File: src/sms_pkg.sv
package sms_pkg;

  // apb map, byte addresses of 32-bit words
  localparam int unsigned SMS_ADDR_W = 8;
  localparam logic [7:0] SMS_ADDR_MODE = 8'h00;
  localparam logic [7:0] SMS_ADDR_FMT = 8'h04;
  localparam logic [7:0] SMS_ADDR_DATA = 8'h08;

  // serial_mode_control fields
  localparam int unsigned SMS_MC_MODE_LSB = 5;
  localparam int unsigned SMS_MC_DEB_LSB = 2;
  localparam int unsigned SMS_MC_EN_BIT = 1;
  localparam int unsigned SMS_MC_ICF_BIT = 0;
  localparam logic [7:0] SMS_MODE_CTRL_RST = 8'hE0;

  // spi_format_control fields
  localparam int unsigned SMS_FMT_HI_LSB = 6;
  localparam int unsigned SMS_FMT_POL_BIT = 5;
  localparam int unsigned SMS_FMT_EDGE_BIT = 4;
  localparam int unsigned SMS_FMT_ORDER_BIT = 3;
  localparam int unsigned SMS_FMT_SEL_BIT = 2;
  localparam int unsigned SMS_FMT_WRITE_COLLISION_FLAG_BIT = 1;
  localparam int unsigned SMS_FMT_TRF_BIT = 0;
  localparam logic [7:0] SMS_FMT_RST = 8'h00;
  localparam logic [7:0] SMS_DATA_RST = 8'h00;

  // interface_mode_field codes
  localparam logic [2:0] SMS_MODE_DIV4 = 3'h0;
  localparam logic [2:0] SMS_MODE_DIV16 = 3'h1;
  localparam logic [2:0] SMS_MODE_DIV64 = 3'h2;
  localparam logic [2:0] SMS_MODE_SUB = 3'h3;
  localparam logic [2:0] SMS_MODE_TMR = 3'h4;
  localparam logic [2:0] SMS_MODE_SLAVE = 3'h5;

  // system clocks per half serial clock period
  localparam logic [5:0] SMS_HALF_DIV4 = 6'h02;
  localparam logic [5:0] SMS_HALF_DIV16 = 6'h08;
  localparam logic [5:0] SMS_HALF_DIV64 = 6'h20;

  // sixteen clock edges carry one eight-bit word
  localparam logic [3:0] SMS_LAST_EDGE = 4'hF;

  typedef enum logic [1:0] {
    SMS_IDLE = 2'b01,
    SMS_SHIFT = 2'b10
  } sms_state_e;

endpackage

File: src/sms_pin_if.sv
interface sms_pin_if;
  logic sclk_s;
  logic sdi_s;
  logic ss_n_s;
  logic sub_s;
  logic tick;
  modport sync_mp (output sclk_s, output sdi_s, output ss_n_s, output sub_s);
  modport gen_mp (input sub_s, output tick);
  modport core_mp (input sclk_s, input sdi_s, input ss_n_s, input tick);
endinterface

File: src/sms_clkgen.sv
module sms_clkgen (
  input wire logic clock,
  input wire logic reset,
  input wire logic run,
  input wire logic [2:0] mode,
  input wire logic tmr_match,
  sms_pin_if.gen_mp pins
);
  import sms_pkg::*;

  typedef struct packed {
    logic [5:0] cnt;
    logic sub_prev;
    logic tick;
  } sms_gen_s;

  sms_gen_s s_q;
  sms_gen_s s_d;
  logic [5:0] half;

  // one tick per half serial period; while run is low the counter is held at zero and no tick is sent
  always_comb begin
    s_d = s_q;
    s_d.tick = 1'b0;
    s_d.sub_prev = pins.sub_s;
    half = SMS_HALF_DIV4;
    case (mode)
      SMS_MODE_DIV16: half = SMS_HALF_DIV16;
      SMS_MODE_DIV64: half = SMS_HALF_DIV64;
      default: half = SMS_HALF_DIV4;
    endcase
    if (!run) begin
      s_d.cnt = '0;
    end else if (mode == SMS_MODE_SUB) begin
      s_d.tick = pins.sub_s ^ s_q.sub_prev;
    end else if (mode == SMS_MODE_TMR) begin
      s_d.tick = tmr_match;
    end else if (s_q.cnt == half - 6'h01) begin
      s_d.cnt = '0;
      s_d.tick = 1'b1;
    end else begin
      s_d.cnt = s_q.cnt + 6'h01;
    end
  end

  always_ff @(posedge clock or posedge reset) begin
    if (reset) begin
      s_q <= '0;
    end else begin
      s_q <= s_d;
    end
  end

  assign pins.tick = s_q.tick;
endmodule

File: src/sms_sync.sv
module sms_sync (
  input wire logic clock,
  input wire logic reset,
  input wire logic [3:0] raw,
  sms_pin_if.sync_mp pins
);
  typedef struct packed {
    logic [3:0] meta;
    logic [3:0] sync;
  } sms_sync_s;

  sms_sync_s s_q;
  sms_sync_s s_d;

  // first stage feeds only the second stage
  always_comb begin
    s_d = s_q;
    s_d.meta = raw;
    s_d.sync = s_q.meta;
  end

  always_ff @(posedge clock or posedge reset) begin
    if (reset) begin
      s_q <= '0;
    end else begin
      s_q <= s_d;
    end
  end

  // order: sclk, sdi, ss_n, sub clock
  assign pins.sclk_s = s_q.sync[0];
  assign pins.sdi_s = s_q.sync[1];
  assign pins.ss_n_s = s_q.sync[2];
  assign pins.sub_s = s_q.sync[3];
endmodule

File: src/sms_top.sv
// Decided for this implementation: the placing of the registers and the APB slave port.
module sms_top (
  input wire logic clock,
  input wire logic reset,
  input wire logic psel,
  input wire logic penable,
  input wire logic pwrite,
  input wire logic [sms_pkg::SMS_ADDR_W-1:0] paddr,
  input wire logic [31:0] pwdata,
  output logic [31:0] prdata,
  output logic pready,
  output logic pslverr,
  input wire logic sclk_in,
  input wire logic sdi_in,
  input wire logic ss_n_in,
  input wire logic sub_clk_in,
  input wire logic tmr_match,
  output logic sclk_out,
  output logic sclk_oe,
  output logic sdo_out,
  output logic sdo_oe,
  output logic ss_n_out,
  output logic ss_n_oe,
  output logic pins_spi_sel
);
  import sms_pkg::*;

  typedef struct packed {
    logic [2:0] mode;
    logic [1:0] deb;
    logic en;
    logic icf;
    logic [1:0] fmt_hi;
    logic pol;
    logic edge_sel;
    logic order;
    logic sel_en;
    logic write_collision_flag;
    logic transfer_complete_flag;
    logic [7:0] data;
    logic [7:0] tx;
    logic [7:0] rx;
    logic [3:0] edge_cnt;
    sms_state_e st;
    logic sck_lvl;
    logic sclk_prev;
    logic pready;
    logic pslverr;
    logic [31:0] prdata;
    logic sclk_out;
    logic sclk_oe;
    logic sdo_out;
    logic sdo_oe;
    logic ss_n_out;
    logic ss_n_oe;
    logic pin_sel;
  } sms_top_s;

  sms_top_s s_q;
  sms_top_s s_d;
  sms_pin_if pins ();

  logic active;
  logic master;
  logic slave;
  logic selected;
  logic busy;
  logic ev;
  logic lead;
  logic capture;
  logic acc;
  logic commit;
  logic wr_data;
  logic set_trf;
  logic set_icf;
  logic set_write_collision_flag;
  logic [7:0] rx_next;

  sms_sync u_sync (
    .clock(clock),
    .reset(reset),
    .raw({sub_clk_in, ss_n_in, sdi_in, sclk_in}),
    .pins(pins.sync_mp)
  );

  sms_clkgen u_gen (
    .clock(clock),
    .reset(reset),
    .run(master && busy),
    .mode(s_q.mode),
    .tmr_match(tmr_match),
    .pins(pins.gen_mp)
  );

  // mode decode; codes 110 and 111 leave the port idle
  always_comb begin
    active = s_q.en && (s_q.mode <= SMS_MODE_SLAVE);
    master = active && (s_q.mode != SMS_MODE_SLAVE);
    slave = active && (s_q.mode == SMS_MODE_SLAVE);
    selected = !s_q.sel_en || !pins.ss_n_s;
    busy = (s_q.st == SMS_SHIFT);
    acc = psel && penable && !s_q.pready;
    commit = psel && penable && s_q.pready && pwrite;
    wr_data = commit && (paddr == SMS_ADDR_DATA);
  end

  // one serial clock edge: master tick or slave line change while selected
  always_comb begin
    ev = 1'b0;
    if (master && busy) begin
      ev = pins.tick;
    end else if (slave && selected) begin
      ev = pins.sclk_s != s_q.sclk_prev;
    end
    lead = !s_q.edge_cnt[0];
    capture = (lead == s_q.edge_sel);
    if (s_q.order) begin
      rx_next = {s_q.rx[6:0], pins.sdi_s};
    end else begin
      rx_next = {pins.sdi_s, s_q.rx[7:1]};
    end
  end

  // whole next-state: apb answer, shift engine, register writes, flag sets
  always_comb begin
    s_d = s_q;
    set_trf = 1'b0;
    set_icf = 1'b0;
    set_write_collision_flag = 1'b0;
    s_d.pready = 1'b0;
    s_d.pslverr = 1'b0;
    s_d.sclk_prev = pins.sclk_s;

    // answer one cycle into the access phase, read data latched with it
    if (acc) begin
      s_d.pready = 1'b1;
      s_d.prdata = '0;
      case (paddr)
        SMS_ADDR_MODE: s_d.prdata[7:0] = {s_q.mode, 1'b0, s_q.deb, s_q.en, s_q.icf};
        SMS_ADDR_FMT: s_d.prdata[7:0] = {s_q.fmt_hi, s_q.pol, s_q.edge_sel, s_q.order,
                                          s_q.sel_en, s_q.write_collision_flag, s_q.transfer_complete_flag};
        SMS_ADDR_DATA: s_d.prdata[7:0] = s_q.data;
        default: s_d.pslverr = 1'b1;
      endcase
    end

    // shift engine
    if (!active) begin
      s_d.st = SMS_IDLE;
      s_d.edge_cnt = '0;
    end else if (slave && s_q.sel_en && pins.ss_n_s && busy) begin
      // master let go mid-word: abandon it and flag it
      s_d.st = SMS_IDLE;
      s_d.edge_cnt = '0;
      set_icf = 1'b1;
      set_trf = 1'b1;
    end else if (ev) begin
      s_d.st = SMS_SHIFT;
      if (capture) begin
        s_d.rx = rx_next;
      end else if (s_q.edge_cnt != 4'h0) begin
        // first leading edge must not advance: the first bit (tx[7] msb first, tx[0] lsb first) is already on the line
        if (s_q.order) begin
          s_d.tx = {s_q.tx[6:0], 1'b0};
        end else begin
          s_d.tx = {1'b0, s_q.tx[7:1]};
        end
      end
      if (s_q.edge_cnt == SMS_LAST_EDGE) begin
        s_d.st = SMS_IDLE;
        s_d.edge_cnt = '0;
        s_d.data = capture ? rx_next : s_q.rx;
        set_trf = 1'b1;
      end else begin
        s_d.edge_cnt = s_q.edge_cnt + 4'h1;
      end
    end

    // serial clock level: toggles per tick, otherwise parked at idle level
    if (master && busy) begin
      if (pins.tick) begin
        s_d.sck_lvl = !s_q.sck_lvl;
      end
    end else begin
      s_d.sck_lvl = !s_q.pol;
    end

    // register writes take effect on the completing edge only
    if (commit && (paddr == SMS_ADDR_MODE)) begin
      s_d.mode = pwdata[SMS_MC_MODE_LSB +: 3];
      s_d.deb = pwdata[SMS_MC_DEB_LSB +: 2];
      s_d.en = pwdata[SMS_MC_EN_BIT];
      s_d.icf = pwdata[SMS_MC_ICF_BIT]; // software set does not raise trf
    end
    if (commit && (paddr == SMS_ADDR_FMT)) begin
      s_d.fmt_hi = pwdata[SMS_FMT_HI_LSB +: 2];
      s_d.pol = pwdata[SMS_FMT_POL_BIT];
      s_d.edge_sel = pwdata[SMS_FMT_EDGE_BIT];
      s_d.order = pwdata[SMS_FMT_ORDER_BIT];
      s_d.sel_en = pwdata[SMS_FMT_SEL_BIT];
      s_d.write_collision_flag = pwdata[SMS_FMT_WRITE_COLLISION_FLAG_BIT];
      s_d.transfer_complete_flag = pwdata[SMS_FMT_TRF_BIT];
    end
    if (wr_data) begin
      if (busy) begin
        set_write_collision_flag = 1'b1;
      end else begin
        s_d.data = pwdata[7:0];
        s_d.tx = pwdata[7:0];
        if (master) begin
          s_d.st = SMS_SHIFT;
          s_d.edge_cnt = '0;
        end
      end
    end

    // hardware sets win over a software clear in the same cycle
    s_d.transfer_complete_flag = s_d.transfer_complete_flag | set_trf;
    s_d.icf = s_d.icf | set_icf;
    s_d.write_collision_flag = s_d.write_collision_flag | set_write_collision_flag;

    // pin drive, all registered
    s_d.pin_sel = active;
    s_d.sclk_oe = master;
    s_d.sclk_out = s_d.sck_lvl;
    s_d.sdo_oe = active;
    if ((master && s_d.st == SMS_SHIFT) || (slave && selected)) begin
      s_d.sdo_out = s_d.order ? s_d.tx[7] : s_d.tx[0];
    end else begin
      s_d.sdo_out = 1'b1;
    end
    s_d.ss_n_oe = master && s_q.sel_en;
    s_d.ss_n_out = (s_d.st != SMS_SHIFT);
  end

  always_ff @(posedge clock or posedge reset) begin
    if (reset) begin
      s_q <= '0;
      s_q.mode <= SMS_MODE_CTRL_RST[SMS_MC_MODE_LSB +: 3];
      s_q.st <= SMS_IDLE;
      s_q.sck_lvl <= 1'b1;
      s_q.sclk_out <= 1'b1;
      s_q.sdo_out <= 1'b1;
      s_q.ss_n_out <= 1'b1;
    end else begin
      s_q <= s_d;
    end
  end

  assign prdata = s_q.prdata;
  assign pready = s_q.pready;
  assign pslverr = s_q.pslverr;
  assign sclk_out = s_q.sclk_out;
  assign sclk_oe = s_q.sclk_oe;
  assign sdo_out = s_q.sdo_out;
  assign sdo_oe = s_q.sdo_oe;
  assign ss_n_out = s_q.ss_n_out;
  assign ss_n_oe = s_q.ss_n_oe;
  assign pins_spi_sel = s_q.pin_sel;
endmodule

File: config.mk
export PLATFORM = sky130hd
export DESIGN_NAME = sms_top
export DESIGN_NICKNAME = d
export VERILOG_FILES = /design/src/sms_pkg.sv /design/src/sms_pin_if.sv /design/src/sms_clkgen.sv /design/src/sms_sync.sv /design/src/sms_top.sv
export SDC_FILE = /design/constraint.sdc
export NUM_CORES = 1
export LEC_CHECK = 0
export BUFFER_PORTS_ARGS = -buffer_cell sky130_fd_sc_hd__buf_2
export CORE_ASPECT_RATIO = 0.75
export CORE_MARGIN = 5
export CORE_UTILIZATION = 55
export CTS_BUF_LIST = sky130_fd_sc_hd__clkbuf_8
export CTS_CLUSTER_SIZE = 28
export DETAILED_ROUTE_END_ITERATION = 12
export GPL_ROUTABILITY_DRIVEN = 0
export PLACE_DENSITY = 0.8
export SLEW_MARGIN = 25
export SYNTH_ARGS = -nofsm -noshare
export SYNTH_HDL_FRONTEND = slang
export SYNTH_HIERARCHICAL = 1
export SYNTH_SLANG_ARGS = --single-unit
File: constraint.sdc
create_clock -name clock -period 2.7 [get_ports clock]
set_input_delay 0.675 -clock clock [delete_from_list [all_inputs] [get_ports clock]]
set_output_delay 0.675 -clock clock [all_outputs]
set_load 0.01 [all_outputs]
# Word-level counts from Yosys, hierarchy flattened

Cells that the tools add are included.

$add $sub $neg: 3
$lt $le $gt $ge: 1
Equal/unequal tests: 18
Mux-type cells: 46
Bitwise gates (word level): 5
Reduce and logical (&&, ||, !) cells: 30

Operator list:

| operator                                                           | number |
|---|---|
| 6-bit two-way mux                                                  | 9 |
| 24-bit two-way mux                                                 | 2 |
| 8-bit two-way mux                                                  | 6 |
| 34-bit two-way mux                                                 | 1 |
| 16-bit two-way mux                                                 | 2 |
| 30-bit two-way mux                                                 | 1 |
| 8-bit one-hot mux with 3 select lines                              | 1 |
| 1-bit two-way mux                                                  | 20 |
| 1-bit logical AND                                                  | 17 |
| 6-bit one-hot mux with 2 select lines                              | 1 |
| 8-bit by 3-bit == test with 1-bit output, second input constant    | 1 |
| 8-bit by 4-bit == test with 1-bit output, second input constant    | 1 |
| 8-bit logical NOT                                                  | 1 |
| 4-bit two-way mux                                                  | 2 |
| 2-bit inequality test, second input constant                       | 4 |
| 6-bit by 1-bit adder with 6-bit output, second input constant      | 1 |
| 3-bit by 2-bit == test with 1-bit output, second input constant    | 2 |
| 3-bit == test, second input constant                               | 2 |
| 6-bit == test                                                      | 1 |
| 1-bit logical NOT                                                  | 6 |
| 6-bit by 1-bit subtractor with 6-bit output, second input constant | 1 |
| 4-bit by 1-bit adder with 4-bit output, second input constant      | 1 |
| 2-bit == test, second input constant                               | 2 |
| 4-bit == test, second input constant                               | 1 |
| 14 further kinds                                                   | 17 |

Flip-flop bits (word level): 78
Output and inout bits: 41
Word-level logic and storage cells: 134

# Longest topological paths before layout

Word-level depth: 16
Gate-level depth with buffers: 9

# Cells and area by module

Netlist, hierarchy kept.

By module, submodules not included:

| module     | instances | cells an instance | area each (um^2) | sequential area each (um^2) |
|---|---|---|---|---|
| sms_top    | 1         | 338               | 3525.9           | 1560.2 |
| sms_clkgen | 1         | 58                | 534.3            | 200.2 |
| sms_sync   | 1         | 9                 | 203.9            | 200.2 |

# Worst setup path before layout

Ideal clock, no wire load.

Kind: input to register
Start point: input paddr[1] in the netlist's numbering
End point: register s_q[82] in the netlist's numbering
Data arrival time: 1.835 ns
Required time: 2.575 ns
Setup slack: 0.740 ns
Cell stages on the path: 4
Buffers on the path: 0
Cell sequence: nor4_2 > nand3_1 > nor3_4 > mux2_2

Cells in the longest elaborated chain, start to end: 2

Ends and longest elaborated chain:

| item              | RTL line       | text |
|---|---|---|
| from (decl)       | sms_top.sv:8   | `input wire logic [sms_pkg::SMS_ADDR_W-1:0] paddr,` |
| 8-bit logical NOT | sms_top.sv:189 | `if (commit && (paddr == SMS_ADDR_MODE)) begin` |
| 1-bit logical AND | sms_top.sv:189 |  |
| to (decl)         | sms_top.sv:59  | `sms_top_s s_q;` |

Every way passes these cells.
A chain may end at the register's enable or synchronous reset.

==> flow_metrics.py <==
metrics = {
    "floorplan": {
        "die_y_um": 86.26,
        "fp.dieArea_um2": 9632,
        "rows": 27,
        "design.core.area_um2": 7432,
        "start_util_pct": 57.37,
        "top_level_ports": 91,
        "die_x_um": 111.7,
    },
    "finish": {
        "drive_gt1_share_pct": 26.24,
        "final_nets": 490,
        "syn_to_final_growth_pct": 7.541,
        "final_common_cell": "dfrtp_1",
        "antenna_cells": 0,
        "layout_common_cells": "dfrtp_1 (71), buf_2 (42), nand2_1 (38)",
        "nFillCells": 626,
    },
    "sta": {
        "period_share_pct": 81.41,
        "slew_headroom_pct": 44.22,
        "min_period_ns": 2.198,
        "rsz0062_at_grt": "false",
        "fmax_mhz": 455.0,
        "hold_violations": 0,
        "tns_ns": 0,
        "clock_skew_ns": 0.01197,
        "fin_ws_ns": 0.5020,
        "setup_viol": 0,
        "slew_violations": 0,
        "worst_slew_pin_slew_ns": 0.8367,
    },
    "global_route": {
        "antenna_found_initial": 0,
        "grt_overflow_total": 0,
        "grtUsageTotal_pct": 20.85,
        "grt_pass1_wl_um": 15900,
        "grt_max_degree": 38,
        "grt_pass1_vias": 3055,
    },
    "power": {
        "leakage_uw": 0.001999,
        "vdd_ir_drop_max_mv": 0.3767,
        "power.total_uw": 2118,
        "power_density_nw_per_um2": 462.0,
    },
    "clocking": {
        "cts.path.max_buffers": 2,
        "path_clk_slew_ns": 0.08,
        "cts_buffers": 9,
        "cts_max_level": 3,
        "cts.root.buffer_cell": "clkbuf_8",
        "cts_setup_buffers": 0,
        "cts-resized-gates": 0,
        "clock_latency_ns": 0.36,
        "hold_buffers": 0,
        "clock-sinks": 78,
        "cts_tree": "done",
    },
    "detailed_routing": {
        "drtAntennaViolNets": 0,
        "route.detailed.drc": 0,
        "drtIter0Drc": 248,
        "wire_per_inst_um": 17.31,
        "firstDrtPassIters": 5,
        "wirelength_um": 9399,
        "post_drt_via_cell_ratio": 5.737,
        "vias": 3115,
    },
    "logic_synthesis": {
        "synth_seq_area_share_pct": 45.98,
        "syn_inst": 405,
        "ys_ff_latch": 78,
        "yosysUniqueCellTypes": 71,
        "synth_edf_count": 0,
        "yosys_warnings": 6,
        "synthArstFlopShare_pct": 100.0,
        "synth_top_flop_cell": "dfrtp_1",
        "synth_area_um2": 4264,
        "syn_avg_cell_area_um2": 10.53,
    },
    "setup_path": {
        "crit_path_end_kind": "register",
        "worst-setup-path-type": "reg2reg",
        "worst-path-stages": 5,
        "regToRegSetupSlack_ns": 0.50,
        "crit_fanout": 14,
        "critPathLaunch": "s_q[87]",
        "reg2regPathDepth": 5,
        "path_cells": "and4b_4 > nand3_2 > a21oi_4 > mux2i_1 > a21oi_1",
        "crit_buf_inv": 0,
        "cp-endpoint": "s_q[65]",
        "rr_startpoint": "s_q[87]",
        "rr_endpoint": "s_q[65]",
        "start_kind": "register",
        "crit_slowest_cell": "dfstp_2",
        "critPathMaxStageDelay_ns": 0.70,
        "worstPathRequired_ns": 2.93,
        "crit_family": "flip-flops",
        "worstPathArrival_ns": 2.43,
    },
    "place": {
        "port-buffer-count": 42,
        "post-dp-hpwl_um": 6945,
        "dp_slack_ns": 0.3229,
    },
    "run": {
        "drv_cap": 0,
    },
    "min_path": {
        "min_path_type": "in2async",
    },
    "outcome": {
        "outcome": "complete, no violations",
    },
}
routing by layer:
metal	up-vias	GRT usage, %	share of wire [%]
li1	1452	-	-
met1	1533	31.21	49
met2	122	30.09	43
met3	8	5.234	7.0
met4	0	5.856	0.90
met5	-	0	0
synthesized netlist by cell type (2+ instances only):
cell | number | area [µm²]
a211oi_1 | 2 | 15.01
nand4b_1 | 5 | 43.79
o21ai_1 | 12 | 60.06
a21oi_1 | 15 | 75.07
ha_1 | 3 | 37.54
o21a_1 | 2 | 15.01
xnor2_1 | 4 | 35.03
nor3b_1 | 2 | 15.01
o21bai_1 | 2 | 15.01
inv_1 | 9 | 33.78
nor2_1 | 25 | 93.84
nand3_1 | 8 | 40.04
dfrtp_1 | 71 | 1777
buf_4 | 34 | 255.2
o22ai_1 | 2 | 12.51
o31ai_1 | 2 | 15.01
nor4b_1 | 3 | 26.28
o21ai_0 | 23 | 115.1
or2_2 | 2 | 12.51
nand2_1 | 38 | 142.6
mux2i_1 | 31 | 310.3
a21boi_0 | 2 | 15.01
nor2b_1 | 2 | 12.51
nand2b_1 | 2 | 12.51
or3b_2 | 2 | 17.52
mux2_1 | 2 | 22.52
buf_6 | 2 | 22.52
nor3_1 | 7 | 35.03
dfstp_2 | 7 | 183.9
mux2_2 | 23 | 259.0
xor2_1 | 5 | 43.79
nand3b_1 | 2 | 15.01
clkbuf_1 | 7 | 26.28
buf_2 | 5 | 25.02
and3_1 | 6 | 37.54
final cells by class:
cell class                      count  area [µm²]  share of cell area, %
Clock buffer                       10       137.6                  3.001
Clock inverter                      6       47.55                  1.037
Inverter                            9       33.78                 0.7367
Multi-Input combinational cell    293        2027                  44.20
Sequential cell                    78        1961                  42.76
Tap cell                          101       126.4                  2.756
Timing Repair Buffer               46       252.7                  5.512
registers in the layout (all words and copies together) (netlist names):
register and cells:
pins_spi_sel 1, prdata 8, pready 1, pslverr 1, s_q 46, sclk_oe 1, sclk_out 1, sdo_out 1
ss_n_oe 1, ss_n_out 1, u_gen/pins.tick 1, u_gen/s_q 7, u_sync/pins.sclk_s 1, u_sync/pins.sdi_s 1, u_sync/pins.ss_n_s 1, u_sync/pins.sub_s 1
u_sync/s_d 4
through the flow:
step / instances / utilization (%) / area, µm² / hold slack (ns)
2_1_floorplan: 428 / - / 4350 / 0.3312
3_3_place_gp: 527 / 59.21 / 4400 / 0.3323
3_5_place_dp: 527 / 59.21 / 4400 / 0.3347
4_1_cts: 543 / 61.70 / 4586 / 0.2653
5_1_grt: 543 / 61.70 / 4586 / 0.2693
6_report: 543 / 61.70 / 4586 / 0.2695
where the power goes:
part / total [µW] / switching (µW) / internal (µW)
combinational: 117 / 82.5 / 34.1
sequential: 1190 / 8.78 / 1180
clock: 813 / 450 / 363
worst min path at each step:
stage / start / endpoint / slack, ns / cells past startpoint
3_5_place_dp: u_sync/s_d[0] / u_sync/pins.sclk_s / 0.33 / 0
5_1_grt: reset / u_sync/s_d[3] / 0.27 / 2
2_1_floorplan: u_sync/s_d[0] / u_sync/pins.sclk_s / 0.33 / 0
6_report: reset / u_sync/s_d[2] / 0.27 / 2
4_1_cts: reset / u_sync/s_d[3] / 0.27 / 2
3_3_place_gp: u_sync/s_d[2] / u_sync/pins.ss_n_s / 0.33 / 0
cell families (layout without fill, tap and decap cells):
group	Yosys count	after routing	share of synthesized area [%]
flip-flops	78	78	45.98
buffers and inverters	57	71	8.509
multiplexers	57	57	14.23
adder cells (fa/ha/maj)	3	3	0.8804
other	1	24	0.08794
AO/OA/AOI/OAI	78	78	11.88
AND/OR/NAND/NOR	122	122	16.58
XOR/XNOR	9	9	1.848
Power figures use the tool's default switching activity.
